<file path="src/verilog/dbra_defs.vh">
// Functional notes
// RULE1 - Decode a byte-wide register space of at most 32 locations.
// RULE2 - Controller puts start address in command byte; transfer begins there.
// RULE3 - Address counter advances after each byte until count field is exhausted.
// RULE4 - Same scan for reads and writes; writes to read-only bits change nothing.
// RULE5 - Past last implemented address the counter wraps to address zero.
// RULE6 - Every register of both banks is readable and writable at any time. The code gives the signal strength register no writable bit.
// RULE7 - Plain read-only bits return their value and ignore writes.
// RULE8 - Clear-on-access bits return their value, then any access clears them.
// RULE9 - Mirrored bank B bits return the bank A value.
// RULE10 - PLL lock bit is live lock state, same through both banks.
// RULE11 - Low-voltage flag latches detector events and reads same in both banks.
// RULE12 - Reading or writing the low-voltage flag register clears the flag.
// RULE13 - Strobe oscillator enable is written only via bank A; bank B mirrors it.
// RULE14 - Signal strength bits come straight from the converter in either bank.
// RULE15 - Bank indicator reads one for bank A active, zero for bank B.
// RULE16 - Software reset bit exists only in bank A first configuration register.
`ifndef DBRA_DEFS_VH
`define DBRA_DEFS_VH
`define DBRA_LAST_ADDR 5'h1f
`define DBRA_BANK_BIT 4
`define DBRA_CFG1 4'h0
`define DBRA_CFG2 4'h1
`define DBRA_CFG3 4'h2
`define DBRA_SSR 4'hc
`define DBRA_RESET_BIT 7
`define DBRA_SOE_BIT 0
`define DBRA_OLS_BIT 3
`define DBRA_LVD_BIT 2
`define DBRA_BANKS_BIT 0
`define DBRA_CFG3_RO_MASK 8'h0d
`define DBRA_REG_RESET 8'h00
`define DBRA_CMD_RD_BIT 7
`endif

</file>
<file path="src/verilog/dbra_reg_access.v">
`timescale 1ns/1ps
`include "dbra_defs.vh"
module dbra_reg_access #(
  parameter [4:0] LAST_ADDR = `DBRA_LAST_ADDR
) (
  input wire clock_i,
  input wire resetn_i,
  input wire sclk_i,
  input wire cs_n_i,
  input wire mosi_i,
  output wire miso_o,
  output reg miso_oe_o,
  input wire pll_lock_status_i,
  input wire low_voltage_event_i,
  input wire [7:0] signal_strength_result_i,
  input wire bank_a_active_i,
  output wire soft_reset_o,
  output wire strobe_osc_enable_o
);
  reg [1:0] rst_sync;
  wire rst_n = rst_sync[1];
  // Release is synchronised so every flop leaves reset in the same cycle
  always @(posedge clock_i or negedge resetn_i) begin
    if (!resetn_i) begin
      rst_sync <= 2'h0;
    end else begin
      rst_sync <= {rst_sync[0], 1'b1};
    end
  end

  // Pins and analog status are asynchronous to clock_i
  reg [1:0] sclk_s, cs_s, mosi_s, lock_s, lvd_s;
  wire [7:0] ssr_s2;
  reg sclk_d;
  always @(posedge clock_i or negedge rst_n) begin
    if (!rst_n) begin
      sclk_s <= 2'h0;
      cs_s <= 2'h3;
      mosi_s <= 2'h0;
      lock_s <= 2'h0;
      lvd_s <= 2'h0;
      sclk_d <= 1'b0;
    end else begin
      sclk_s <= {sclk_s[0], sclk_i};
      cs_s <= {cs_s[0], cs_n_i};
      mosi_s <= {mosi_s[0], mosi_i};
      lock_s <= {lock_s[0], pll_lock_status_i};
      lvd_s <= {lvd_s[0], low_voltage_event_i};
      sclk_d <= sclk_s[1];
    end
  end
  wire sclk_rise = sclk_s[1] & ~sclk_d;
  wire sclk_fall = ~sclk_s[1] & sclk_d;
  // Deselect wins over any edge in the same cycle, so a cut byte is dropped
  wire cs_idle = cs_s[1];

  // One chain per bit; a word caught mid-conversion may mix old and new bits
  genvar g;
  generate
    for (g = 0; g < 8; g = g + 1) begin : g_ssr_sync
      reg [1:0] sync;
      always @(posedge clock_i or negedge rst_n) begin
        if (!rst_n) begin
          sync <= 2'h0;
        end else begin
          sync <= {sync[0], signal_strength_result_i[g]};
        end
      end
      assign ssr_s2[g] = sync[1];
    end
  endgenerate

  reg [7:0] mem [0:31]; // see RULE1
  reg lvd_flag;
  reg [4:0] addr;
  reg [2:0] remain;
  reg [2:0] bitcnt;
  reg [7:0] rx;
  reg [7:0] tx;
  reg in_cmd;
  reg is_read;
  reg load_pend;
  integer i;

  assign miso_o = tx[7];
  assign soft_reset_o = mem[{1'b0, `DBRA_CFG1}][`DBRA_RESET_BIT];
  assign strobe_osc_enable_o = mem[{1'b0, `DBRA_CFG2}][`DBRA_SOE_BIT];

  function [4:0] next_addr_f;
    input [4:0] a;
    begin
      next_addr_f = (a == LAST_ADDR) ? 5'h00 : a + 5'h01; // see RULE5
    end
  endfunction

  // Bits that a serial write may change
  function [7:0] wmask_f;
    input [4:0] a;
    reg b;
    begin
      b = a[`DBRA_BANK_BIT];
      wmask_f = 8'hff;
      if (a[3:0] == `DBRA_SSR) begin // see RULE7, RULE14
        wmask_f = 8'h00;
      end
      if (a[3:0] == `DBRA_CFG3) begin // see RULE4, RULE7
        wmask_f = ~`DBRA_CFG3_RO_MASK;
      end
      if (b && a[3:0] == `DBRA_CFG2) begin // see RULE13
        wmask_f[`DBRA_SOE_BIT] = 1'b0;
      end
      if (b && a[3:0] == `DBRA_CFG1) begin // see RULE16
        wmask_f[`DBRA_RESET_BIT] = 1'b0;
      end
    end
  endfunction

  function [7:0] rdata_f;
    input [4:0] a;
    reg [7:0] v;
    begin
      v = mem[a]; // see RULE6
      case (a[3:0])
        `DBRA_CFG1: begin
          if (a[`DBRA_BANK_BIT]) begin // see RULE16
            v[`DBRA_RESET_BIT] = 1'b0;
          end
        end
        `DBRA_CFG2: begin
          v[`DBRA_SOE_BIT] = mem[{1'b0, `DBRA_CFG2}][`DBRA_SOE_BIT]; // see RULE9, RULE13
        end
        `DBRA_CFG3: begin
          v[`DBRA_OLS_BIT] = lock_s[1]; // see RULE10
          v[`DBRA_LVD_BIT] = lvd_flag; // see RULE8, RULE11
          v[`DBRA_BANKS_BIT] = bank_a_active_i; // see RULE15
        end
        `DBRA_SSR: begin
          v = ssr_s2; // see RULE14
        end
        default: begin
          v = mem[a];
        end
      endcase
      rdata_f = v;
    end
  endfunction

  wire [7:0] rx_next = {rx[6:0], mosi_s[1]};
  wire byte_done = sclk_rise && !cs_idle && bitcnt == 3'h7;
  // Bytes past the count are shifted in and dropped
  wire wr_data = byte_done && !in_cmd && !is_read && remain != 3'h0;
  wire rd_load = sclk_fall && !cs_idle && load_pend;
  wire acc_cfg3 = (wr_data || rd_load) && addr[3:0] == `DBRA_CFG3;

  // A detector event in the clearing cycle keeps the flag set
  always @(posedge clock_i or negedge rst_n) begin
    if (!rst_n) begin
      lvd_flag <= 1'b0;
    end else begin
      lvd_flag <= lvd_s[1] | (lvd_flag & ~acc_cfg3); // see RULE11, RULE12, RULE8
    end
  end

  always @(posedge clock_i or negedge rst_n) begin
    if (!rst_n) begin
      for (i = 0; i < 32; i = i + 1) begin
        mem[i] <= `DBRA_REG_RESET;
      end
      addr <= 5'h00;
      remain <= 3'h0;
      bitcnt <= 3'h0;
      rx <= 8'h00;
      tx <= 8'h00;
      in_cmd <= 1'b1;
      is_read <= 1'b0;
      load_pend <= 1'b0;
      miso_oe_o <= 1'b0;
    end else if (cs_idle) begin
      bitcnt <= 3'h0;
      in_cmd <= 1'b1;
      is_read <= 1'b0;
      load_pend <= 1'b0;
      remain <= 3'h0;
      miso_oe_o <= 1'b0;
      tx <= 8'h00;
    end else begin
      if (sclk_rise) begin
        rx <= rx_next;
        bitcnt <= bitcnt + 3'h1;
      end
      if (byte_done && in_cmd) begin
        in_cmd <= 1'b0;
        is_read <= rx_next[`DBRA_CMD_RD_BIT];
        addr <= rx_next[4:0]; // see RULE2
        remain <= {1'b0, rx_next[6:5]} + 3'h1;
        load_pend <= rx_next[`DBRA_CMD_RD_BIT];
      end
      if (wr_data) begin
        mem[addr] <= (mem[addr] & ~wmask_f(addr)) | (rx_next & wmask_f(addr)); // see RULE4
        addr <= next_addr_f(addr); // see RULE3
        remain <= remain - 3'h1;
      end
      if (byte_done && !in_cmd && is_read && remain != 3'h0) begin
        load_pend <= 1'b1;
      end
      // Loading on the falling edge keeps the MSB stable for the next rising edge
      if (rd_load) begin
        tx <= rdata_f(addr);
        miso_oe_o <= 1'b1;
        addr <= next_addr_f(addr); // see RULE3, RULE4
        remain <= remain - 3'h1;
        load_pend <= 1'b0;
      end else if (sclk_fall && !in_cmd && is_read) begin
        tx <= {tx[6:0], 1'b0};
        // Release the line only once the last counted byte has gone out
        if (remain == 3'h0 && bitcnt == 3'h0) begin
          miso_oe_o <= 1'b0;
        end
      end
    end
  end
endmodule
</file>
<file path="config.mk">
export PLATFORM = sky130hd
export DESIGN_NAME = dbra_reg_access
export DESIGN_NICKNAME = d
export VERILOG_FILES = /design/src/verilog/dbra_reg_access.v
export VERILOG_INCLUDE_DIRS = /design/src /design/src/verilog
export SDC_FILE = /design/constraint.sdc
export NUM_CORES = 1
export LEC_CHECK = 0
export BUFFER_PORTS_ARGS = -buffer_cell sky130_fd_sc_hd__buf_2
export CORE_MARGIN = 1
export CORE_UTILIZATION = 50
export DETAILED_ROUTE_END_ITERATION = 12
export GPL_ROUTABILITY_DRIVEN = 0
export HOLD_SLACK_MARGIN = 0.05
export PLACE_DENSITY = 0.66
export SKIP_LAST_GASP = 1
export SLEW_MARGIN = 20
export SYNTH_ARGS = -nofsm -noshare
export SYNTH_HDL_FRONTEND = slang
export SYNTH_SLANG_ARGS = --single-unit
</file>
<file path="constraint.sdc">
create_clock -name clock_i -period 14.88 [get_ports clock_i]
set_input_delay 2.976 -clock clock_i [delete_from_list [all_inputs] [get_ports clock_i]]
set_output_delay 2.976 -clock clock_i [all_outputs]
set_load 0.02 [all_outputs]
</file>
==> results.toml, run 1 <==
[timing]
slew_headroom_pct = 21.4
setup_violations = 0
worst_pin_slew_ns = 1.17
fmax_mhz = 244
min_period_ns = 4.10
whs_ns = 0.272
hold_viol = 0
setup_tns_ns = 0
maxSlewViolCount = 0
rsz0062_at_grt = "no"
skew_ns = 0.0189
post-route-period-util_pct = 27.5

[power]
total_power_mw = 1.91
p_seq_share_pct = 46.6
p_comb_share_pct = 7.0
p_leak_nw = 6.85
p_sw_mw = 0.479
switching_share_pct = 25.1
ir_drop_v = 0.0000765
intPower_mw = 1.43
power.density_mw_per_mm2 = 119
power.share.clock_pct = 46.4

[worst_setup_path]
path_cells = "buf_2"
crit_buf_inv = 1
path_max_fanout = 4
critical_path.slowest_cell = "dfrtp_1"
worst_setup_path_end_kind = "output pin"
slowest_delay_ns = 0.41
cp_top_family = "flip-flops"
worst_setup_path_start_kind = "flip-flop"
required_ns = 11.90
cp_data_arrival_time_ns = 1.12
crit_type = "flip-flop to output pin"

[final_layout]
drive_gt1_share_pct = 12.2
syn2layout_area_growth_pct = 9.13
final_common_cell = "dfrtp_1"
nets = 1373
antenna_cells = 0
final_cell_mix = "dfrtp_1, nand2_1, o21ai_0, mux2i_1, nor2_1"

[die]
die_y_um = 173
fp.dieW_um = 173
coreArea_mm2 = 0.0288
ios = 20
rows = 62
start_util_pct = 51.0
dieArea_mm2 = 0.0301

[synth]
syn-cell-area_mm2 = 0.0147
yosys_register_bits = 316
synth_area_leaders = "dfrtp_1, mux2i_1, o21ai_0, nand2_1, mux2_2"
syn_area_per_cell_um2 = 10.6
synth_flop_cell = "dfrtp_1"
synth.top_cell.area_share_pct = 53.3
synth-edff-count = 0
synth_warnings = 0
syn_inst = 1383
synth_nets = 1410
synth_cell_types = 71
ys_seq_area_share_pct = 53.9
yosys.area.top_type = "dfrtp_1"
async_reset_ff_share_pct = 100

[min_path]
holdCritPathClass = "flip-flop to asynchronous set/reset pin"

[route]
met2WireLength_um = 17300
drtAntennaViolNets = 0
wire_per_inst_um = 21.9
first_iter_violations = 965
drt-met1-wl_um = 17100
drc = 0
dr_total_vias = 10640
first_pass_iters = 5
dr_wl_met3_um = 2490
top_layer = "met4"
routed_wl_um = 38300
via_per_inst = 6.07

[clocking]
cts_buffers = 35
holdBufCountCts = 0
htreeDepth = 2
cts_root_buf = "clkbuf_16"
cts_buffer_depth = 3
cts.sinks = 316
clk_pin_slew_ns = 0.06
clkLatencyLatePin_ns = 0.52
post_cts_buffers = 0
cts_tree = "built"
cts_resized = 0

[grt]
grt_max_degree = 78
grt_pass1_wl_um = 60600
grt_pass1_vias = 10271
antenna_found_initial = 1
grt_use_total_pct = 26.1
grt-ovfl-total = 0

[outcome]
status = "complete, no violations"

[job]
cap_violations = 0

[place]
port_buffers = 19
dp_hpwl_um = 25000
through the flow:
step	util, %	setup slack [ns]	std cells	instance area [um^2]
2_1_floorplan	-	5.43	1383	14700
3_3_place_gp	51.6	11.02	1693	14800
3_5_place_dp	51.6	11.00	1693	14800
4_1_cts	55.7	10.74	1754	16000
5_1_grt	55.7	10.75	1754	16000
6_report	55.7	10.78	1754	16000
cells by family after synthesis:
kind of cell             Yosys count  share of synthesized area, %
AO/OA/AOI/OAI                    353                          14.6
buffers and inverters            120                          4.11
AND/OR/NAND/NOR                  421                          13.8
flip-flops                       316                          53.9
multiplexers                     160                          12.6
XOR/XNOR                           1                        0.0597
adder cells (fa/ha/maj)           11                         0.937
other                              1                        0.0255
layer usage:
metal / track usage [%] / vias up
li1: - / 4886
met1: 37.0 / 5305
met2: 40.0 / 363
met3: 4.34 / 86
met4: 10.9 / 0
met5: 0 / -
final cells by class:
| type | instances | area [um^2] |
|---|---|---|
| timing repair buffer | 37 | 230 |
| clock inverter | 12 | 149 |
| multi-input combinational | 947 | 6180 |
| fill | 2530 | 12800 |
| inverter | 9 | 33.8 |
| sequential | 316 | 7920 |
| clock buffer | 49 | 1030 |
| tap | 384 | 480 |
state kept, by name, summed over array words and instances, names as in the netlist, 2 cells and up:
signal	flops
lvd_s	2
lock_s	2
cs_s	2
mem	254
rx	7
addr	5
mosi_s	2
sclk_s	2
g_ssr_sync.sync	16
remain	3
tx	8
rst_sync	2
bitcnt	3
cell usage after synthesis (5+ instances only):
master    number
nand3_1       30
mux2i_1      111
a22oi_1       19
o21ai_0      165
o22ai_1       33
nand2_1      197
ha_1          11
buf_4          6
buf_2         28
a21o_1         5
and3_1        14
o21ai_1       26
nor3_1         9
dfrtp_1      313
a22o_1        35
buf_6          9
nor2_1        87
clkbuf_1      61
buf_1          5
and2_1         9
nand4_1       16
inv_1          9
nand2b_1       7
o31ai_1       17
mux4_2        14
mux2_2        31
a21oi_1       25
path summary, 6_finish.rpt:
check / cells past startpoint / slack, ns / start / endpoint
setup / recovery: 1 / 10.78 / strobe_osc_enable_o$_DFFE_PN0P_ / strobe_osc_enable_o
hold / removal: 0 / 0.27 / rst_sync[1]$_DFF_PN0_ / mem[113]$_DFFE_PN0P_
setup reg to reg: 6 / 11.25 / addr[0]$_DFFE_PN0P_ / mem[136]$_DFFE_PN0P_
hold reg to reg: 0 / 0.27 / rst_sync[1]$_DFF_PN0_ / mem[113]$_DFFE_PN0P_
max in group asynchronous: 2 / 12.46 / rst_sync[1]$_DFF_PN0_ / mem[135]$_DFFE_PN0P_
min in group clock_i: 0 / 0.35 / lock_s[0]$_DFF_PN0_ / lock_s[1]$_DFF_PN0_
power by group through the flow:
stage               registers, mW  logic [mW]  clock network, mW
floorplan                   0.908      0.0664                  0
global placement            0.904       0.133                  0
detailed placement          0.904       0.133                  0
CTS                         0.889       0.134              0.895
global route                0.891       0.144              0.930
finish                      0.889       0.134              0.884
worst register-to-register path: cells and delay by family, from the launching register on:
| family | cells | cell delay, ns |
|---|---|---|
| mux | 2 | 1.00 |
| flops | 1 | 0.70 |
| buf+inv | 1 | 0.77 |
| simple gates | 1 | 0.65 |
| compound gates | 2 | 0.35 |
Note: power is estimated with default switching activity, not from simulation.
==> run 2, diff against run 1 <==
--- a/config.mk
+++ b/config.mk
@@ -12,7 +12,7 @@
 export DETAILED_ROUTE_END_ITERATION = 12
 export GPL_ROUTABILITY_DRIVEN = 0
 export HOLD_SLACK_MARGIN = 0.05
-export PLACE_DENSITY = 0.66
+export PLACE_DENSITY = 0.68
 export SKIP_LAST_GASP = 1
 export SLEW_MARGIN = 20
 export SYNTH_ARGS = -nofsm -noshare
==> constraint.sdc (replaced) <==
create_clock -name clock_i -period 3.54 [get_ports clock_i]
set_input_delay 0.708 -clock clock_i [delete_from_list [all_inputs] [get_ports clock_i]]
set_output_delay 0.708 -clock clock_i [all_outputs]
set_load 0.02 [all_outputs]
==> run 2 against run 1 <==
  * Critical path depth up 5
  * Register-to-register slack worse by 11 ns
  * Clock power rose to 4.0 times the previous value
  * Non-clock buffer count up 53
  * Power rose to 4.1 times the previous value
  * Cell count up 3.1%
  * Global-route usage up 1.2 points
  * Clock skew up 0.010 ns
  * First-iteration DRC count up 24%
  * Setup slack worse by 10 ns
  * Critical path type is now flip-flop to flip-flop
  * Highest routed layer unchanged
==> results.toml, run 2 (synthesis results as in run 1) <==
[worst_setup_path]
rr_worst_depth = 6
worst_setup_path_end_kind = "flip-flop"
critical_path.slowest_cell = "dfrtp_4"
worst_setup_path_start_kind = "flip-flop"
cp_data_arrival_time_ns = 3.24
regToRegStartpoint = "addr[0]$_DFFE_PN0P_"
crit_start = "addr[0]$_DFFE_PN0P_"
path_cells = "buf_12, mux4_2, mux2_2, a21oi_1, and3_1, o31ai_1"
slowest_delay_ns = 0.65
required_ns = 3.91
crit_type = "flip-flop to flip-flop"
path_max_fanout = 30

[clocking]
htreeDepth = 2
holdBufCountCts = 1
post_cts_buffers = 0
cts_root_buf = "clkbuf_16"
cts_buffer_depth = 3
cts_tree = "built"
clk_pin_slew_ns = 0.06
cts_resized = 0
cts_buffers = 35
clkLatencyLatePin_ns = 0.53
cts.sinks = 316

[timing]
setup_tns_ns = 0
post-route-period-util_pct = 81.2
slew_headroom_pct = 31.3
min_period_ns = 2.87
hold_viol = 0
maxSlewViolCount = 0
whs_ns = 0.285
worst_pin_slew_ns = 1.02
rsz0062_at_grt = "no"
skew_ns = 0.0293
setup_violations = 0
fmax_mhz = 348

[die]
dieArea_mm2 = 0.0301
rows = 62
start_util_pct = 51.0
fp.dieW_um = 173
ios = 20
coreArea_mm2 = 0.0288
die_y_um = 173

[power]
p_leak_nw = 7.10
p_sw_mw = 2.02
power.share.clock_pct = 44.7
switching_share_pct = 25.8
p_comb_share_pct = 7.5
intPower_mw = 5.82
power.density_mw_per_mm2 = 477
p_seq_share_pct = 47.8
ir_drop_v = 0.000397

[final_layout]
final_common_cell = "dfrtp_1"
drive_gt1_share_pct = 15.2
largest_register = "mem"
finish.utilization_pct = 57.1
final_area_mm2 = 0.0164
multi_input_area_mm2 = 0.00618
register_area_mm2 = 0.00792
final_cell_mix = "dfrtp_1, nand2_1, o21ai_0, mux2i_1, nor2_1"
syn2layout_area_growth_pct = 12.0
largest_reg_flops = 254
final_cell_count_no_fill = 1809
fillerInstances = 2450
reg.largest.list = "mem x254, g_ssr_sync.sync x16, tx x8"
nets = 1426
antenna_cells = 0

[job]
cap_violations = 0

[route]
dr_total_vias = 10845
drc = 0
via_per_inst = 6.00
routed_wl_um = 39500
drtAntennaViolNets = 0
wire_per_inst_um = 21.9
first_iter_violations = 1195
first_pass_iters = 5

[place]
place_inst = 1745
placed_area_mm2 = 0.0153
dp_hpwl_um = 27500
port_buffers = 19

[grt]
grt_use_total_pct = 27.3
grt-ovfl-total = 0
grt_pass1_vias = 10668
antenna_found_initial = 0
grt_max_degree = 66
grt_pass1_wl_um = 63400

[min_path]
whs_path_depth = 1
hp-start = "signal_strength_result_i[3]"
holdCritPathClass = "primary input to flip-flop"

[outcome]
status = "complete, no violations"
run 2: cell types whose count changed in the layout (fill, tap and decap cells not counted), moves of 2 or more:
cell,change
buf_4,+44
bufinv_16,-3
clkinvlp_4,-4
clkbuf_1,+6
buf_12,+8
inv_6,+2
run 2: path summary, 6_finish.rpt:
kind / slack, ns / end
worst min register to register: 0.34 / sclk_s[1]$_DFF_PN0_
worst min-delay path: 0.29 / g_ssr_sync[3].sync[0]$_DFF_PN0_
max in group asynchronous: 2.12 / mem[71]$_DFFE_PN0P_
worst max register to register: 0.67 / mem[144]$_DFFE_PN0P_
min in group asynchronous: 0.49 / rst_sync[1]$_DFF_PN0_
worst max-delay path: 0.67 / mem[144]$_DFFE_PN0P_
run 2: metal layers:
| metal | part of all wire [%] | vias up | track usage [%] |
|---|---|---|---|
| met3 | 7.3 | 96 | 5.53 |
| met1 | 43 | 5375 | 38.3 |
| met5 | 0 | - | 0 |
| li1 | - | 4992 | - |
| met2 | 46 | 382 | 42.1 |
| met4 | 3.8 | 0 | 9.99 |
run 2: critical path, delay by kind of cell, from the launching register on:
family                 cells  cell delay, ns
muxes                      2            0.80
and+or+nand+nor            1            0.60
DFF                        1            0.65
buffers and inverters      1            0.29
AOI/OAI and AO/OA          2            0.37
run 2: final cells by class:
type                       count  share of cell area, %
clock buffer                  54                   6.31
clock inverter                 9                  0.380
inverter                       9                  0.205
multi-input combinational    947                   37.6
sequential                   316                   48.1
tap                          384                   2.92
timing repair buffer          90                   4.44
run 2: stage by stage:
stage	power [mW]	setup WS (ns)
floorplan	4.10	0.405
global placement	4.39	0.738
detailed placement	4.39	0.723
CTS	7.89	0.699
global route	8.09	0.514
finish	7.84	0.666
run 2: power by group through the flow:
stage                     clock network (mW)  logic, mW  registers, mW
after floorplan                            0      0.279           3.82
after global placement                     0      0.579           3.81
after detailed placement                   0      0.582           3.81
after CTS                               3.56      0.585           3.75
after global routing                    3.70      0.637           3.76
final                                   3.50      0.588           3.75
==> run 3, diff against run 2 <==
--- a/config.mk
+++ b/config.mk
@@ -6,6 +6,7 @@
 export SDC_FILE = /design/constraint.sdc
 export NUM_CORES = 1
 export LEC_CHECK = 0
+export ABC_AREA = 1
 export BUFFER_PORTS_ARGS = -buffer_cell sky130_fd_sc_hd__buf_2
 export CORE_MARGIN = 1
 export CORE_UTILIZATION = 50
==> constraint.sdc (replaced) <==
create_clock -name clock_i -period 2.4 [get_ports clock_i]
set_input_delay 0.48 -clock clock_i [delete_from_list [all_inputs] [get_ports clock_i]]
set_output_delay 0.48 -clock clock_i [all_outputs]
set_load 0.02 [all_outputs]
==> run 3 against run 2 <==
  * Combinational power increased by 32%
  * Sequential power increased by 45%
  * First-iteration DRC count increased by 30%
  * Maximum frequency increased by 23%
  * Core utilization increased by 2.0 points
  * Via count increased by 23%
  * Highest routed layer unchanged
  * Sequential share of layout area decreased by 3.4 points
==> results.toml, run 3 <==
[clocking]
cts_root_buf = "clkbuf_16"
cts_buffers = 36
htreeDepth = 2
cts_tree = "built"
clk_pin_slew_ns = 0.07
cts.sinks = 316
clkLatencyLatePin_ns = 0.53
cts_buffer_depth = 3

[power]
power.density_mw_per_mm2 = 676
p_leak_nw = 8.44
ir_drop_v = 0.000606

[final_layout]
largest_reg_flops = 254
final_cell_mix = "nand2_1, dfrtp_1, nor2_1, o21ai_0, nand3_1"
antenna_cells = 0
syn2layout_area_growth_pct = 15.4
finish.utilization_pct = 59.1
final_area_mm2 = 0.0177
final_cell_count_no_fill = 2384
drive_gt1_share_pct = 14.1
nets = 1996
final_common_cell = "nand2_1"
largest_register = "mem"
fillerInstances = 2651
reg.largest.list = "mem x254, g_ssr_sync.sync x16, tx x8"

[worst_setup_path]
required_ns = 2.84
path_max_fanout = 29
worst_setup_path_end_kind = "flip-flop"
crit_type = "flip-flop to flip-flop"
crit_buf_inv = 3
slowest_delay_ns = 0.49
cp_top_family = "compound AO/OA/AOI/OAI gates"
path_cells = "buf_12, buf_12, o21ai_0, o21ai_0, nand2_1, nand2_1, nor2_2, nand3_2, nand2_2, buf_4, o21ai_0"
path_common_cell = "o21ai_0"
critical_path.slowest_cell = "dfrtp_4"
cp_data_arrival_time_ns = 2.78
worst_setup_path_start_kind = "flip-flop"

[synth]
synth_warnings = 0
synth_most_common_cell = "nand2_1"
synth_nets = 1929
yosys_register_bits = 316
synth_flop_cell = "dfrtp_1"
ys_seq_area_share_pct = 51.6
synth_cell_types = 39
syn_inst = 1902
async_reset_ff_share_pct = 100
syn_area_per_cell_um2 = 8.07
yosys-top-cells-count = "nand2_1, dfrtp_1, nor2_1"
syn-cell-area_mm2 = 0.0153
synth.top_cell.area_share_pct = 51.0
synth_area_leaders = "dfrtp_1, nand2_1, o21ai_0, nand3_1, nor2_1"
synth-edff-count = 0
yosys.area.top_type = "dfrtp_1"

[place]
placed_area_mm2 = 0.0161
port_buffers = 19
dp_hpwl_um = 28000
place_inst = 2301

[timing]
setup_violations = 0
hold_viol = 0
min_period_ns = 2.34
rsz0062_at_grt = "yes"
post-route-period-util_pct = 97.5
slew_headroom_pct = 58.0
skew_ns = 0.0168
worst_pin_slew_ns = 0.630
fmax_mhz = 427
maxSlewViolCount = 0

[grt]
grt_pass1_wl_um = 69300
grt_pass1_vias = 12443
antenna_found_initial = 0
grt-ovfl-total = 0
grt_max_degree = 110
grt_use_total_pct = 28.8

[route]
first_pass_iters = 6
via_per_inst = 5.60
first_iter_violations = 1555
dr_total_vias = 13341
drtAntennaViolNets = 0
drc = 0
routed_wl_um = 44200
wire_per_inst_um = 18.5

[die]
ios = 20
fp.dieW_um = 177
dieArea_mm2 = 0.0314
start_util_pct = 51.2
coreArea_mm2 = 0.0300
rows = 63
die_y_um = 177

[min_path]
holdCritPathClass = "primary input to flip-flop"

[job]
cap_violations = 0

[outcome]
status = "complete, no violations"
## run 3: cells by family after synthesis
group / Yosys count / synth area share, %
adders and majority gates: 11 / 0.897
DFF: 316 / 51.6
and+or+nand+nor: 902 / 25.3
other: 1 / 0.0244
xor gates and xnor gates: 1 / 0.0571
AOI/OAI and AO/OA: 406 / 13.6
buffers and inverters: 265 / 8.50
## run 3: cell type report
type                    instances  area, um^2  area share [%]
clock buffers                  53        1090            6.13
flip-flops and latches        316        7920            44.7
multi-input cells            1321        6210            35.1
repair inverters                5        37.5           0.212
well taps                     390         488            2.76
repair buffers                126        1150            6.49
clock inverters                10         161           0.912
inverters                     163         649            3.67
## run 3: metrics by stage
stage          total power, mW  hold slack [ns]  setup WS (ns)  setup TNS (ns)
4_1_cts                   12.0           0.0518        0.00399               0
5_1_grt                   12.3           0.0521        -0.0433          -0.214
3_3_place_gp              6.27            0.232         0.0815               0
3_5_place_dp              6.28            0.231         0.0344               0
6_report                  12.0           0.0642         0.0608               0
2_1_floorplan             5.94            0.184         -0.735         -228.62
## run 3: metal layers
metal  GRT usage [%]  part of all wire, %  vias up
li1                -                    -     6268
met1            41.3                   43     6355
met2            43.1                   44      589
met3            4.64                  8.5      129
met4            12.1                  4.3        0
met5               0                    0        -
## run 3: report_power, final
| group | switching, mW | internal (mW) | total [mW] | leakage, nW |
|---|---|---|---|---|
| clock network | 2.19 | 3.57 | 5.76 | 0.616 |
| registers | 0.0476 | 5.39 | 5.44 | 4.32 |
| logic | 0.578 | 0.196 | 0.774 | 3.51 |
## run 3: worst paths after layout
path	from	to	slack (ns)	cells after the start
setup / recovery	addr[0]$_DFFE_PN0P_	mem[169]$_DFFE_PN0P_	0.06	11
hold / removal	signal_strength_result_i[2]	g_ssr_sync[2].sync[0]$_DFF_PN0_	0.06	1
setup reg to reg	addr[0]$_DFFE_PN0P_	mem[169]$_DFFE_PN0P_	0.06	11
hold reg to reg	rst_sync[1]$_DFF_PN0_	mem[5]$_DFFE_PN0P_	0.23	0
max in group asynchronous	rst_sync[1]$_DFF_PN0_	mem[116]$_DFFE_PN0P_	1.26	1
min in group asynchronous	rst_sync[1]$_DFF_PN0_	mem[5]$_DFFE_PN0P_	0.23	0
## run 3: repair_timing
item,in CTS,in global routing
gates resized for setup,0,43
setup buffers,0,6
hold buffers,5,2
endpoints found under the setup margin,0,200
endpoints found under the hold margin,6,2
